===== src/verilog/hyp_syndrome_pkg.sv =====
package hyp_syndrome_pkg;

  // Syndrome register layout
  localparam int unsigned SYN_W          = 32;
  localparam int unsigned CLASS_HI       = 31;
  localparam int unsigned CLASS_LO       = 26;
  localparam int unsigned LEN_BIT        = 25;
  localparam int unsigned ISS_W          = 25;
  localparam int unsigned PRED_VALID_BIT = 24;
  localparam int unsigned PRED_HI        = 23;
  localparam int unsigned PRED_LO        = 20;
  localparam int unsigned WAIT_SEL_BIT   = 0;

  // Register offsets on the plain register port
  localparam logic [3:0] OFF_SYNDROME = 4'h0;
  localparam logic [3:0] OFF_CONTROL  = 4'h4;
  localparam logic [3:0] OFF_STATUS   = 4'h8;

  // Control and status fields, with reset values
  localparam int unsigned CTRL_CAPTURE_EN_BIT = 0;
  localparam logic        CTRL_CAPTURE_EN_RST = 1'b1;
  localparam int unsigned STAT_VALID_BIT      = 0;
  localparam int unsigned STAT_COUNT_LO       = 8;
  localparam int unsigned COUNT_W             = 8;
  localparam logic [31:0] SYNDROME_RST        = 32'h0000_0000;

  // Exception class codes
  localparam logic [5:0] EC_UNKNOWN     = 6'h00;
  localparam logic [5:0] EC_WAIT        = 6'h01;
  localparam logic [5:0] EC_CP15_REG    = 6'h03;
  localparam logic [5:0] EC_CP15_PAIR   = 6'h04;
  localparam logic [5:0] EC_CP14_REG    = 6'h05;
  localparam logic [5:0] EC_CP_LDST     = 6'h06;
  localparam logic [5:0] EC_FP_TRAP     = 6'h07;
  localparam logic [5:0] EC_FP_ID_READ  = 6'h08;
  localparam logic [5:0] EC_CP14_PAIR   = 6'h0C;
  localparam logic [5:0] EC_ILLEGAL_RET = 6'h0E;
  localparam logic [5:0] EC_SUPV_CALL   = 6'h11;
  localparam logic [5:0] EC_HYP_CALL    = 6'h12;
  localparam logic [5:0] EC_IABORT_LOW  = 6'h20;
  localparam logic [5:0] EC_IABORT_SAME = 6'h21;
  localparam logic [5:0] EC_PC_ALIGN    = 6'h22;
  localparam logic [5:0] EC_DABORT_LOW  = 6'h24;
  localparam logic [5:0] EC_DABORT_SAME = 6'h25;

  // Coprocessor field values and the unconditional predicate code
  localparam logic [3:0] COPROC_15   = 4'hF;
  localparam logic [3:0] COPROC_14   = 4'hE;
  localparam logic [3:0] PRED_ALWAYS = 4'hE;

  // Causes reported by the exception detection logic
  typedef enum logic [3:0] {
    CAUSE_UNDEF      = 4'h0,
    CAUSE_WAIT       = 4'h1,
    CAUSE_CP_REG     = 4'h2,
    CAUSE_CP_PAIR    = 4'h3,
    CAUSE_CP_LDST    = 4'h4,
    CAUSE_FP_TRAP    = 4'h5,
    CAUSE_FP_ID_READ = 4'h6,
    CAUSE_ILLEGAL    = 4'h7,
    CAUSE_SUPV_CALL  = 4'h8,
    CAUSE_HYP_CALL   = 4'h9,
    CAUSE_IABORT     = 4'hA,
    CAUSE_PC_ALIGN   = 4'hB,
    CAUSE_DABORT     = 4'hC
  } exc_cause_t;

endpackage : hyp_syndrome_pkg


===== src/verilog/hyp_exception_syndrome_capture.sv =====
`timescale 1ns/1ns

module hyp_exception_syndrome_capture
  import hyp_syndrome_pkg::*;
#(
  parameter bit FP_IMPLEMENTED = 1'b1  // Vector/FP unit present
) (
  input  wire logic                         ref_clk,
  input  wire logic                         rst,
  // Exception entry report from the core
  input  wire logic                         exc_valid,
  input  wire hyp_syndrome_pkg::exc_cause_t exc_cause,
  input  wire logic                         exc_unpredictable,
  input  wire logic                         exc_is_32bit,
  input  wire logic                         exc_fixed_width,
  input  wire logic                         exc_conditional,
  input  wire logic                         exc_pred_pass,
  input  wire logic [3:0]                   exc_predicate_code,
  input  wire logic                         exc_from_lower,
  input  wire logic [3:0]                   exc_coproc,
  input  wire logic                         exc_is_read,
  input  wire logic                         exc_wait_is_event,
  input  wire logic                         exc_iss_valid,
  input  wire logic [24:0]                  exc_iss_detail,
  input  wire logic                         hyp_call_disable,
  // Plain register port
  input  wire logic [3:0]                   reg_addr,
  input  wire logic [31:0]                  reg_wdata,
  input  wire logic                         reg_wr,
  input  wire logic                         reg_rd,
  output logic      [31:0]                  reg_rdata,
  // Direct view of the syndrome
  output logic      [31:0]                  hyp_exception_syndrome,
  output logic                              capture_taken
);

  import hyp_syndrome_pkg::*;

  // Captured syndrome register
  logic [31:0]        syn_q;
  logic [31:0]        syn_d;
  // Control: capture enable
  logic               cap_en_q;
  logic               cap_en_d;
  // Status: sticky valid flag and capture counter
  logic               stat_valid_q;
  logic               stat_valid_d;
  logic [COUNT_W-1:0] count_q;
  logic [COUNT_W-1:0] count_d;
  // Read data, one cycle after the strobe
  logic [31:0]        rdata_q;
  logic [31:0]        rdata_d;

  // Encoder outputs
  logic               take;        // Exception accepted this cycle
  logic [5:0]         enc_class;
  logic               enc_len;
  logic [24:0]        enc_iss;
  logic               pred_valid;  // predicate_valid field value
  logic [3:0]         pred_code;   // predicate_code field value
  logic               unknown;     // Fall back to the unknown class

  // Predicate fields shared by wait and coprocessor encodings
  always_comb begin
    // Fixed-width encodings always give a valid predicate
    pred_valid = exc_fixed_width;
    // Unconditional fixed-width instructions report the always code
    if (!exc_fixed_width) begin
      pred_code = 4'h0;
    end else if (exc_conditional) begin
      pred_code = exc_predicate_code;
    end else begin
      pred_code = PRED_ALWAYS;
    end
  end

  // Accept the report; a failed conditional wait is no exception at all
  always_comb begin
    take = exc_valid && cap_en_q;
    if (exc_cause == CAUSE_WAIT && exc_conditional && !exc_pred_pass) begin
      take = 1'b0;
    end
  end

  // Class, length and specific syndrome encoder
  always_comb begin
    enc_class = EC_UNKNOWN;
    enc_len   = exc_is_32bit;
    enc_iss   = exc_iss_detail;
    unknown   = 1'b0;
    case (exc_cause)
      CAUSE_WAIT: begin
        enc_class = EC_WAIT;
        enc_iss   = '0;
        enc_iss[PRED_VALID_BIT]      = pred_valid;
        enc_iss[PRED_HI:PRED_LO]     = pred_code;
        enc_iss[WAIT_SEL_BIT]        = exc_wait_is_event;
      end
      CAUSE_CP_REG: begin
        // Only the two system coprocessor spaces have their own classes
        if (exc_coproc == COPROC_15) begin
          enc_class = EC_CP15_REG;
        end else if (exc_coproc == COPROC_14) begin
          enc_class = EC_CP14_REG;
        end else begin
          unknown = 1'b1;
        end
        enc_iss[PRED_VALID_BIT]  = pred_valid;
        enc_iss[PRED_HI:PRED_LO] = pred_code;
      end
      CAUSE_CP_PAIR: begin
        // The 14 space only traps the read direction
        if (exc_coproc == COPROC_15) begin
          enc_class = EC_CP15_PAIR;
        end else if (exc_coproc == COPROC_14 && exc_is_read) begin
          enc_class = EC_CP14_PAIR;
        end else begin
          unknown = 1'b1;
        end
        enc_iss[PRED_VALID_BIT]  = pred_valid;
        enc_iss[PRED_HI:PRED_LO] = pred_code;
      end
      CAUSE_CP_LDST: begin
        enc_class = EC_CP_LDST;
      end
      CAUSE_FP_TRAP: begin
        // Missing FP hardware must look like an unallocated encoding
        if (FP_IMPLEMENTED) begin
          enc_class = EC_FP_TRAP;
        end else begin
          unknown = 1'b1;
        end
      end
      CAUSE_FP_ID_READ: begin
        if (FP_IMPLEMENTED) begin
          enc_class = EC_FP_ID_READ;
        end else begin
          unknown = 1'b1;
        end
        enc_iss[PRED_VALID_BIT]  = pred_valid;
        enc_iss[PRED_HI:PRED_LO] = pred_code;
      end
      CAUSE_ILLEGAL: begin
        enc_class = EC_ILLEGAL_RET;
        enc_len   = 1'b1;
      end
      CAUSE_SUPV_CALL: begin
        enc_class = EC_SUPV_CALL;
      end
      CAUSE_HYP_CALL: begin
        // A disabled hypervisor call is an undefined instruction
        if (hyp_call_disable) begin
          unknown = 1'b1;
        end else begin
          enc_class = EC_HYP_CALL;
        end
      end
      CAUSE_IABORT: begin
        enc_class = exc_from_lower ? EC_IABORT_LOW : EC_IABORT_SAME;
        enc_len   = 1'b1;
      end
      CAUSE_PC_ALIGN: begin
        // Length bit is not meaningful here; it is driven one
        enc_class = EC_PC_ALIGN;
        enc_len   = 1'b1;
      end
      CAUSE_DABORT: begin
        enc_class = exc_from_lower ? EC_DABORT_LOW : EC_DABORT_SAME;
        if (!exc_iss_valid) begin
          enc_len = 1'b1;
        end
      end
      CAUSE_UNDEF: begin
        unknown = 1'b1;
      end
      default: begin
        // Any cause without its own class falls back to unknown
        unknown = 1'b1;
      end
    endcase
    // The unknown syndrome can arise from any level, so it leaks nothing
    if (exc_unpredictable) begin
      unknown = 1'b1;
    end
    if (unknown) begin
      enc_class = EC_UNKNOWN;
      enc_len   = 1'b1;
      enc_iss   = '0;
    end
  end

  // Register next values: capture beats a software write in the same cycle
  always_comb begin
    syn_d        = syn_q;
    cap_en_d     = cap_en_q;
    stat_valid_d = stat_valid_q;
    count_d      = count_q;
    rdata_d      = 32'h0000_0000;
    if (reg_wr) begin
      case (reg_addr)
        OFF_SYNDROME: begin
          // Reserved class values are stored as written
          syn_d = reg_wdata;
        end
        OFF_CONTROL: begin
          cap_en_d = reg_wdata[CTRL_CAPTURE_EN_BIT];
        end
        OFF_STATUS: begin
          // Write one to clear the valid flag
          if (reg_wdata[STAT_VALID_BIT]) begin
            stat_valid_d = 1'b0;
          end
        end
        default: begin
          // Unmapped writes are ignored
        end
      endcase
    end
    if (take) begin
      // One word assignment keeps the fields coherent
      syn_d        = {enc_class, enc_len, enc_iss};
      stat_valid_d = 1'b1;
      count_d      = count_q + COUNT_W'(1);
    end
    if (reg_rd) begin
      case (reg_addr)
        OFF_SYNDROME: begin
          rdata_d = syn_q;
        end
        OFF_CONTROL: begin
          rdata_d[CTRL_CAPTURE_EN_BIT] = cap_en_q;
        end
        OFF_STATUS: begin
          rdata_d[STAT_VALID_BIT]                      = stat_valid_q;
          rdata_d[STAT_COUNT_LO+COUNT_W-1:STAT_COUNT_LO] = count_q;
        end
        default: begin
          // Unmapped reads return zero
          rdata_d = 32'h0000_0000;
        end
      endcase
    end
  end

  // Registers
  always_ff @(posedge ref_clk) begin
    if (rst) begin
      syn_q        <= SYNDROME_RST;
      cap_en_q     <= CTRL_CAPTURE_EN_RST;
      stat_valid_q <= 1'b0;
      count_q      <= '0;
      rdata_q      <= 32'h0000_0000;
    end else begin
      syn_q        <= syn_d;
      cap_en_q     <= cap_en_d;
      stat_valid_q <= stat_valid_d;
      count_q      <= count_d;
      rdata_q      <= rdata_d;
    end
  end

  assign reg_rdata              = rdata_q;
  assign hyp_exception_syndrome = syn_q;
  assign capture_taken          = take;

  // Checks on the captured syndrome
  property p_entry_class;
    @(posedge ref_clk) disable iff (rst)
      take |=> (syn_q[CLASS_HI:CLASS_LO] == $past(enc_class));
  endproperty
  a_entry_class: assert property (p_entry_class)
    else $error("class not captured at exception entry");

  property p_unknown_zero;
    @(posedge ref_clk) disable iff (rst)
      (take && exc_cause == CAUSE_UNDEF)
        |=> (syn_q == {EC_UNKNOWN, 1'b1, 25'h0000000});
  endproperty
  a_unknown_zero: assert property (p_unknown_zero)
    else $error("unknown class syndrome not all zero with length one");

  property p_wait_fail_ignored;
    @(posedge ref_clk) disable iff (rst)
      (exc_valid && exc_cause == CAUSE_WAIT && exc_conditional && !exc_pred_pass
       && !(reg_wr && reg_addr == OFF_SYNDROME))
        |=> $stable(syn_q);
  endproperty
  a_wait_fail_ignored: assert property (p_wait_fail_ignored)
    else $error("failed conditional wait changed the syndrome");

  property p_cp_reg_class;
    @(posedge ref_clk) disable iff (rst)
      (take && !exc_unpredictable && exc_cause == CAUSE_CP_REG)
        |=> (syn_q[CLASS_HI:CLASS_LO] ==
             (($past(exc_coproc) == COPROC_15) ? EC_CP15_REG :
              ($past(exc_coproc) == COPROC_14) ? EC_CP14_REG : EC_UNKNOWN));
  endproperty
  a_cp_reg_class: assert property (p_cp_reg_class)
    else $error("single coprocessor transfer class wrong");

  property p_pair_class;
    @(posedge ref_clk) disable iff (rst)
      (take && !exc_unpredictable && exc_cause == CAUSE_CP_PAIR
       && exc_coproc == COPROC_14)
        |=> (syn_q[CLASS_HI:CLASS_LO] == ($past(exc_is_read) ? EC_CP14_PAIR : EC_UNKNOWN));
  endproperty
  a_pair_class: assert property (p_pair_class)
    else $error("pair transfer class wrong");

  property p_hyp_call;
    @(posedge ref_clk) disable iff (rst)
      (take && !exc_unpredictable && exc_cause == CAUSE_HYP_CALL)
        |=> (syn_q[CLASS_HI:CLASS_LO] == ($past(hyp_call_disable) ? EC_UNKNOWN : EC_HYP_CALL));
  endproperty
  a_hyp_call: assert property (p_hyp_call)
    else $error("hypervisor call class wrong");

  property p_abort_level;
    @(posedge ref_clk) disable iff (rst)
      (take && !exc_unpredictable && exc_cause == CAUSE_DABORT && exc_from_lower)
        |=> (syn_q[CLASS_HI:CLASS_LO] == EC_DABORT_LOW);
  endproperty
  a_abort_level: assert property (p_abort_level)
    else $error("lower-level data abort class wrong");

  property p_len_forced;
    @(posedge ref_clk) disable iff (rst)
      (take && (exc_cause == CAUSE_IABORT || exc_cause == CAUSE_ILLEGAL))
        |=> syn_q[LEN_BIT];
  endproperty
  a_len_forced: assert property (p_len_forced)
    else $error("length bit not one for fetch abort or illegal return");

  property p_len_value;
    @(posedge ref_clk) disable iff (rst)
      (take && !exc_unpredictable && exc_cause == CAUSE_SUPV_CALL)
        |=> (syn_q[LEN_BIT] == $past(exc_is_32bit));
  endproperty
  a_len_value: assert property (p_len_value)
    else $error("length bit does not follow instruction size");

  property p_wait_fields;
    @(posedge ref_clk) disable iff (rst)
      (take && !exc_unpredictable && exc_cause == CAUSE_WAIT && exc_fixed_width)
        |=> (syn_q[PRED_VALID_BIT] && syn_q[WAIT_SEL_BIT] == $past(exc_wait_is_event)
             && syn_q[PRED_HI:PRED_LO] ==
                ($past(exc_conditional) ? $past(exc_predicate_code) : PRED_ALWAYS));
  endproperty
  a_wait_fields: assert property (p_wait_fields)
    else $error("wait trap predicate or select field wrong");

  property p_unpred_leak;
    @(posedge ref_clk) disable iff (rst)
      (take && exc_unpredictable) |=> (syn_q[CLASS_HI:CLASS_LO] == EC_UNKNOWN);
  endproperty
  a_unpred_leak: assert property (p_unpred_leak)
    else $error("unpredictable case produced a privileged syndrome");

  property p_capture_beats_write;
    @(posedge ref_clk) disable iff (rst)
      (take && reg_wr && reg_addr == OFF_SYNDROME)
        |=> (syn_q == $past({enc_class, enc_len, enc_iss}));
  endproperty
  a_capture_beats_write: assert property (p_capture_beats_write)
    else $error("software write split a captured syndrome");

  c_wait_trap:  cover property (@(posedge ref_clk) disable iff (rst)
                                take && exc_cause == CAUSE_WAIT);
  c_data_abort: cover property (@(posedge ref_clk) disable iff (rst)
                                take && exc_cause == CAUSE_DABORT);
  c_sw_write:   cover property (@(posedge ref_clk) disable iff (rst)
                                reg_wr && reg_addr == OFF_SYNDROME ##1 reg_rd);
  c_back2back:  cover property (@(posedge ref_clk) disable iff (rst) take ##1 take);

endmodule : hyp_exception_syndrome_capture


===== config.mk =====
export PLATFORM = sky130hd
export DESIGN_NAME = hyp_exception_syndrome_capture
export DESIGN_NICKNAME = d
export VERILOG_FILES = /design/src/verilog/hyp_syndrome_pkg.sv /design/src/verilog/hyp_exception_syndrome_capture.sv
export SDC_FILE = /design/constraint.sdc
export NUM_CORES = 1
export LEC_CHECK = 0
export ABC_AREA = 1
export ABC_CLOCK_PERIOD_IN_PS = 3600
export BUFFER_PORTS_ARGS = -buffer_cell sky130_fd_sc_hd__buf_2
export CAP_MARGIN = 20
export CORE_ASPECT_RATIO = 0.7
export CORE_MARGIN = 2
export CORE_UTILIZATION = 35
export CTS_CLUSTER_DIAMETER = 30
export DETAILED_ROUTE_END_ITERATION = 8
export MAX_ROUTING_LAYER = met4
export SYNTH_ARGS = -nofsm -noshare
export SYNTH_HDL_FRONTEND = slang
export SYNTH_SLANG_ARGS = --single-unit

===== constraint.sdc =====
create_clock -name ref_clk -period 3.6 [get_ports ref_clk]
set_input_delay 0.54 -clock ref_clk [delete_from_list [all_inputs] [get_ports ref_clk]]
set_output_delay 0.54 -clock ref_clk [all_outputs]
set_load 0.01 [all_outputs]

Yosys cells after proc, flatten, opt, wreduce, memory -nomap -nowiden
Cells that the tools add are included.

$add $sub $neg: 1. Equal/unequal tests: 16. Multiplexer cells: 34. Bitwise logic cells: 2. Reduce and logical (&&, ||, !) cells: 18.

Operators by type and width (number): $mux 32 (3); $pmux 6 s12 (1); $eq 4x4->1 const B (8); $mux 25 (1); $eq 4x3->1 const B (5); $mux 20 (1); $mux 4 (4); $pmux 8 s2 (1); $mux 1 (15); $mux 5 (2); $reduce_or 9->1 (1); $add 8x1->8 const B (1); $eq 4x2->1 const B (2); $reduce_bool 2->1 (4); $mux 3 (2); $mux 6 (1); $reduce_or 3->1 (2); $eq 4x1->1 const B (1); $logic_and 1x1->1 (4); $logic_not 4->1 (1); $pmux 1 s4 (1); $reduce_and 2->1 (2); $reduce_or 4->1 (1); $pmux 1 s3 (1); other kinds (5) (6).

Register bits: 74. Bits of input ports: 88. Output and inout bits: 65. Word-level logic and storage cells: 77.

Logic depth before layout (Yosys ltp)
Gate-level depths: netlist of run 1.

Depth in word-level cells: 8. Gate-level depth with buffers: 11. Gate-level depth less buffers: 10.

Worst setup path before layout of run 1
No wires, ideal clock.

Path type: input port to output port. Start: in exc_cause[0]. End: out capture_taken. Arrival time: 1046 ps. Slack: 2014 ps. Stages: 5. Path buffers: 0. Cells stage by stage: inv_2 > nor2_2 > nand3_1 > nand2_2 > inv_1.

Word-level cells in the longest chain between the ends: 4.

RTL lines: from (decl) (RTL line hyp_exception_syndrome_capture.sv:12) `input wire hyp_syndrome_pkg::exc_cause_t exc_cause,`; $eq 4x1->1 (RTL line hyp_exception_syndrome_capture.sv:80) `if (exc_cause == CAUSE_WAIT && exc_conditional && !exc_pred_pass) begin`; $logic_and 1x1->1 (2 in a row) (RTL line hyp_exception_syndrome_capture.sv:80); $mux 1 (RTL line hyp_exception_syndrome_capture.sv:80); to (decl) (RTL line hyp_exception_syndrome_capture.sv:34) `output logic capture_taken`.

Every way passes these cells.

Worst setup path in the final report of run 1
Start: in exc_cause[2]. End: out capture_taken.

Same word-level chain as after synthesis.

==> results.cfg, run 1 <==
[worst_setup_path]
path_delay_family = buffers and inverters
worstPathRequired_ns = 3.06
critPathMaxStageDelay_ns = 0.36
crit_top_cell = buf_2
slowest_stage = buf_4
worst-setup-path-type = primary input to output port
startpoint_type = primary input
path_buf_inv = 4
cp_max_fo = 41
cp.arrival_ns = 1.88
endpoint_kind = output port
crit_chain = buf_2, nor2_1, nand3_1, nand2_2, buf_4, inv_1, buf_2

[timing]
rsz0062_at_grt = false
tightest_slew_ns = 0.799
setup_viol = 0
hold_viol_final = 0
min_period_ns = 2.42
setup-tns-final_ns = 0
max_freq_mhz = 413
fin_crit_sh_pct = 67.3
maxSlewViolCount = 0
fin_hold_ws_ns = 0.438
slew_headroom_pct = 46.7
clock_skew_ns = 0.00555
setup_ws_ns = 1.18

[detailed_routing]
vias = 3524
ant_nets = 0
drt_iter0_drc = 170
routedWlPerCell_um = 13.7
drc = 0
viasPerCell = 4.81
drt_wl_total_mm = 10.1
drtPass1Iterations = 5

[clock_network]
clk_pin_slew_ns = 0.06
postCtsSetupBuffers = 0
cts_hold_buf = 0
clockBufferDepth = 2
cts.root.buffer_cell = clkbuf_16
clock_latency_ns = 0.33
cts_inserted_buffers = 9
postCtsResizedCells = 0
cts.sinks = 74
cts_tree = done
ctsHtreeMaxLevel = 3

[synthesis]
synth_top_family_by_area = simple AND/OR/NAND/NOR gates
synthAdderAreaFrac_pct = 0.389
synth_compound_area_share_pct = 20.5
synth_area_mm2 = 0.00322
synthMuxAreaShare_pct = 0
synth-seq-area-share_pct = 46.0
synth_area_per_cell_um2 = 7.09
yosys_warnings = 0
syn_inst = 454
synth-seq-cells = 74
synthSimpleGateAreaFrac_pct = 23.3
synth_nets = 543
synth_cell_type_count = 29
synth-xor-area-share_pct = 0.544

[final_layout]
multi_input_area_mm2 = 0.00144
seq_area_mm2 = 0.00148
diodes = 0
layout-drive-gt1-share_pct = 30.9
fill_cells = 917
area_delta_synth_final_pct = 38.4
layout.nets = 692

[place]
gp_congestion = 0.914
post-dp-hpwl_mm = 7.53
io_buffers = 152
place_ws_ns = 1.18

[die]
core_mm2 = 0.00900
dieHeight_um = 84.3
fp-row-count = 29
die_w_um = 119
initial_core_util_pct = 35.8
die_area_mm2 = 0.0100
ios = 153

[global_routing]
grt_pass1_vias = 3393
grtUsageTotal_pct = 21.1
grt_max_degree = 42
grt_overflow = 0
grt_pass1_wl_mm = 16.2
antenna_found_initial = 0

[power]
leakage_uw = 0.00211
ir_worst_vdd_uv = 245
power_density_mw_per_mm2 = 501

[job]
maxCapViolations = 0

[status]
status = completed

[hold_path]
hold_path.class = register to register
==> routing by layer <==
| metal | GRT usage (%) | vias up | wire, µm |
|---|---|---|---|
| met1 | 27.7 | 1588 | 4920 |
| met3 | 5.71 | 18 | 654 |
| met4 | 6.82 | 0 | 163 |
| met5 | - | - | 0 |
| li1 | - | 1781 | - |
| met2 | 31.4 | 137 | 4310 |
==> cells by family after synthesis <==
kind of cell             count (synthesis)
XOR/XNOR                                 2
flip-flops                              74
adder cells (fa/ha/maj)                  1
buffers and inverters                   73
AND/OR/NAND/NOR                        175
AO/OA/AOI/OAI                          129
==> sequential cells by signal (all words and copies together), names as in the netlist <==
name and count:
cap_en_q 1, count_q 8, hyp_exception_syndrome 32, reg_rdata 32, stat_valid_q 1
==> placed cells by master (no fill, tap or decap), types with 2 or more instances in the layout <==
| cell | instances |
|---|---|
| a21oi_1 | 45 |
| buf_2 | 152 |
| buf_4 | 6 |
| bufinv_16 | 4 |
| clkbuf_16 | 9 |
| clkinv_1 | 2 |
| dfxtp_1 | 74 |
| inv_1 | 46 |
| inv_2 | 4 |
| nand2_1 | 76 |
| nand2_2 | 3 |
| nand3_1 | 33 |
| nand4_1 | 3 |
| nor2_1 | 48 |
| nor2_2 | 3 |
| nor3_1 | 4 |
| o211ai_1 | 3 |
| o21ai_0 | 70 |
| o21ai_1 | 9 |
| xnor2_1 | 2 |
==> worst register-to-register path, delay by kind of cell, from the launching register on <==
family                 cells  cell delay (ns)
flip-flops                 1             0.37
AND/OR/NAND/NOR            3             0.71
AO/OA/AOI/OAI              2             0.24
buffers and inverters      2             0.38
==> stage by stage <==
stage | utilization [%] | total power [µW] | cells | instance area [µm²]
2_1_floorplan | - | 1020 | 454 | 3220
3_3_place_gp | 45.4 | 1130 | 716 | 4080
3_5_place_dp | 45.4 | 1130 | 716 | 4080
4_1_cts | 49.5 | 2250 | 732 | 4460
5_1_grt | 49.5 | 2320 | 732 | 4460
6_report | 49.5 | 2230 | 732 | 4460
==> Yosys cell counts, drive strengths merged <==
cell	n	area [µm²]
nand2	79	304
o21ai	79	395
dfxtp	74	1480
nor2	52	210
inv	51	194
a21oi	45	225
nand3	33	165
clkbuf	13	48.8
buf	7	50.1
nor3	5	30.0
nand4	3	18.8
o211ai	3	22.5
clkinv	2	7.51
xnor2	2	17.5
a221oi	1	8.76
a22oi	1	7.51
ha	1	12.5
nand3b	1	7.51
nor3b	1	7.51
or2	1	6.26
==> layout make-up <==
type                       count  area share, %
sequential                    74           33.2
timing repair buffer         158           18.1
multi-input combinational    307           32.3
inverter                      53           4.52
tap                          124           3.48
clock buffer                   9           5.05
clock inverter                 7           3.34
==> where the power goes <==
part           internal, µW  switching [µW]  total [µW]
Sequential              849            26.5         875
Clock                   755             363        1120
Combinational          95.1             145         240
Total                  1700             534        2230
==> path summary, 6_finish.rpt <==
check	start	endpoint	slack (ns)	depth (start not counted)
worst min register to register	hyp_exception_syndrome[20]	reg_rdata[20]	0.44	2
worst min-delay path	hyp_exception_syndrome[20]	reg_rdata[20]	0.44	2
worst max register to register	cap_en_q	hyp_exception_syndrome[23]	1.84	7
worst max-delay path	exc_cause[2]	capture_taken	1.18	7
No activity file was read; power rests on OpenSTA's default activity.
==> run 2: changes to the inputs <==
- ABC_CLOCK_PERIOD_IN_PS: 3600 -> 2500
- clock period: 3.6 -> 2.5 ns (I/O delays scaled with it)
==> run 2 against run 1 <==
Net effect: routed wire length about the same; core utilization shrank 0.19 points; global-route usage fell by 0.28 points; power is 36% higher; count of clock-buffer cells in the layout up 2; register-to-register slack got worse by 0.84 ns; sequential share of layout area increased by 0.13 points; clock power is 27% higher; flip-flop and latch count is the same; worst setup slack worse by 0.35 ns; clock skew about the same; critical endpoint unchanged; largest power group unchanged.
==> results.cfg, run 2 (same netlist as run 1, synthesis figures left out) <==
[timing]
rsz0062_at_grt = false
setup_viol = 0
setup-tns-final_ns = 0
clock_skew_ns = 0.00533
slew_headroom_pct = 46.9
hold_viol_final = 0
tightest_slew_ns = 0.796
min_period_ns = 1.67
maxSlewViolCount = 0
fin_crit_sh_pct = 66.9
setup_ws_ns = 0.826
max_freq_mhz = 597
fin_hold_ws_ns = 0.283

[place]
gp_congestion = 0.905
place_ws_ns = 0.708
io_buffers = 152
post-dp-hpwl_mm = 7.44

[final_layout]
utilization_pct = 49.3
diodes = 0
layout_common_cells = buf_2, nand2_1, dfxtp_1
multi_input_area_mm2 = 0.00144
seq_area_mm2 = 0.00148
layout-drive-gt1-share_pct = 31.0
area_delta_synth_final_pct = 37.8
final_common_cell = buf_2
layout.nets = 693
fill_cells = 942

[detailed_routing]
drc = 0
viasPerCell = 4.78
drt_wl_total_mm = 10.0
drtPass1Iterations = 4
vias = 3507
drt_iter0_drc = 164
routedWlPerCell_um = 13.7
ant_nets = 0

[power]
ir_worst_vdd_uv = 382
intPower_uw = 2300
p_seq_share_pct = 41.5
leakage_uw = 0.00210
power_density_mw_per_mm2 = 684
pwr-share-clk_pct = 46.9
combPwrFrac_pct = 11.6
swShare_pct = 24.4
p_sw_uw = 741

[worst_setup_path]
worst-setup-path-type = register to output port
endpoint_kind = output port
cp_max_fo = 7
worstSetupEndpoint = capture_taken
worstPathRequired_ns = 2.12
startpoint_type = register
r2r-start = cap_en_q
r2r_slack_ns = 1.00
reg2reg_to = hyp_exception_syndrome[19]
reg2reg_depth = 4
crit_start = cap_en_q
cp.arrival_ns = 1.30

[clock_network]
cts_tree = done
ctsHtreeMaxLevel = 3
postCtsResizedCells = 0
clock_latency_ns = 0.33
cts.root.buffer_cell = clkbuf_16
cts_hold_buf = 0
postCtsSetupBuffers = 0
clk_pin_slew_ns = 0.06
clockBufferDepth = 2
cts_inserted_buffers = 9
cts.sinks = 74

[die]
fp-row-count = 29
dieHeight_um = 84.3
die_w_um = 119
ios = 153
die_area_mm2 = 0.0100
initial_core_util_pct = 35.8
core_mm2 = 0.00900

[hold_path]
hold_path.class = primary input to register

[global_routing]
grtUsageTotal_pct = 20.8
grt_overflow = 0
grt_max_degree = 33
grt_pass1_wl_mm = 15.9
grt_pass1_vias = 3291
antenna_found_initial = 0

[job]
maxCapViolations = 0

[status]
status = completed
## run 2: cell type report
cell class | instances | share of cell area [%]
flip-flops and latches | 74 | 33.4
multi-input cells | 307 | 32.4
repair buffers | 159 | 18.6
clock buffers | 11 | 5.69
inverters | 53 | 4.54
well taps | 124 | 3.49
clock inverters | 5 | 1.89
## run 2: per-layer routing
| layer | GRT usage, % | vias up | wire [µm] |
|---|---|---|---|
| met5 | - | - | 0 |
| li1 | - | 1789 | - |
| met3 | 5.91 | 6 | 523 |
| met4 | 5.41 | 0 | 70 |
| met1 | 28.3 | 1608 | 4970 |
| met2 | 30.2 | 104 | 4480 |
## run 2: through the flow
| stage | instances | power, µW | instance area [µm²] |
|---|---|---|---|
| finish | 733 | 3040 | 4440 |
| global route | 733 | 3170 | 4440 |
| CTS | 733 | 3070 | 4440 |
| detailed placement | 717 | 1640 | 4100 |
| global placement | 717 | 1630 | 4100 |
| floorplan | 454 | 1460 | 3220 |
## run 2: power by group through the flow
stage	sequential [µW]	combinational, µW	clock [µW]
finish	1260	351	1420
global route	1270	394	1510
CTS	1260	352	1460
detailed placement	1290	350	0
global placement	1290	346	0
floorplan	1290	173	0
## run 2: worst min path at each step
| stage | start | end | slack [ns] | depth (start not counted) |
|---|---|---|---|---|
| floorplan | stat_valid_q | stat_valid_q | 0.44 | 2 |
| detailed placement | hyp_exception_syndrome[1] | reg_rdata[1] | 0.43 | 2 |
| CTS | rst | stat_valid_q | 0.26 | 2 |
| global route | rst | count_q[7] | 0.28 | 2 |
| global placement | hyp_exception_syndrome[1] | reg_rdata[1] | 0.44 | 2 |
| finish | rst | stat_valid_q | 0.28 | 2 |
## run 2: worst max-delay path, stage by stage (launching register included)
cell and delay [ns]:
dfxtp_1 0.37, nand2_1 0.09, inv_1 0.07, nand2_2 0.08, inv_1 0.19, buf_2 0.17
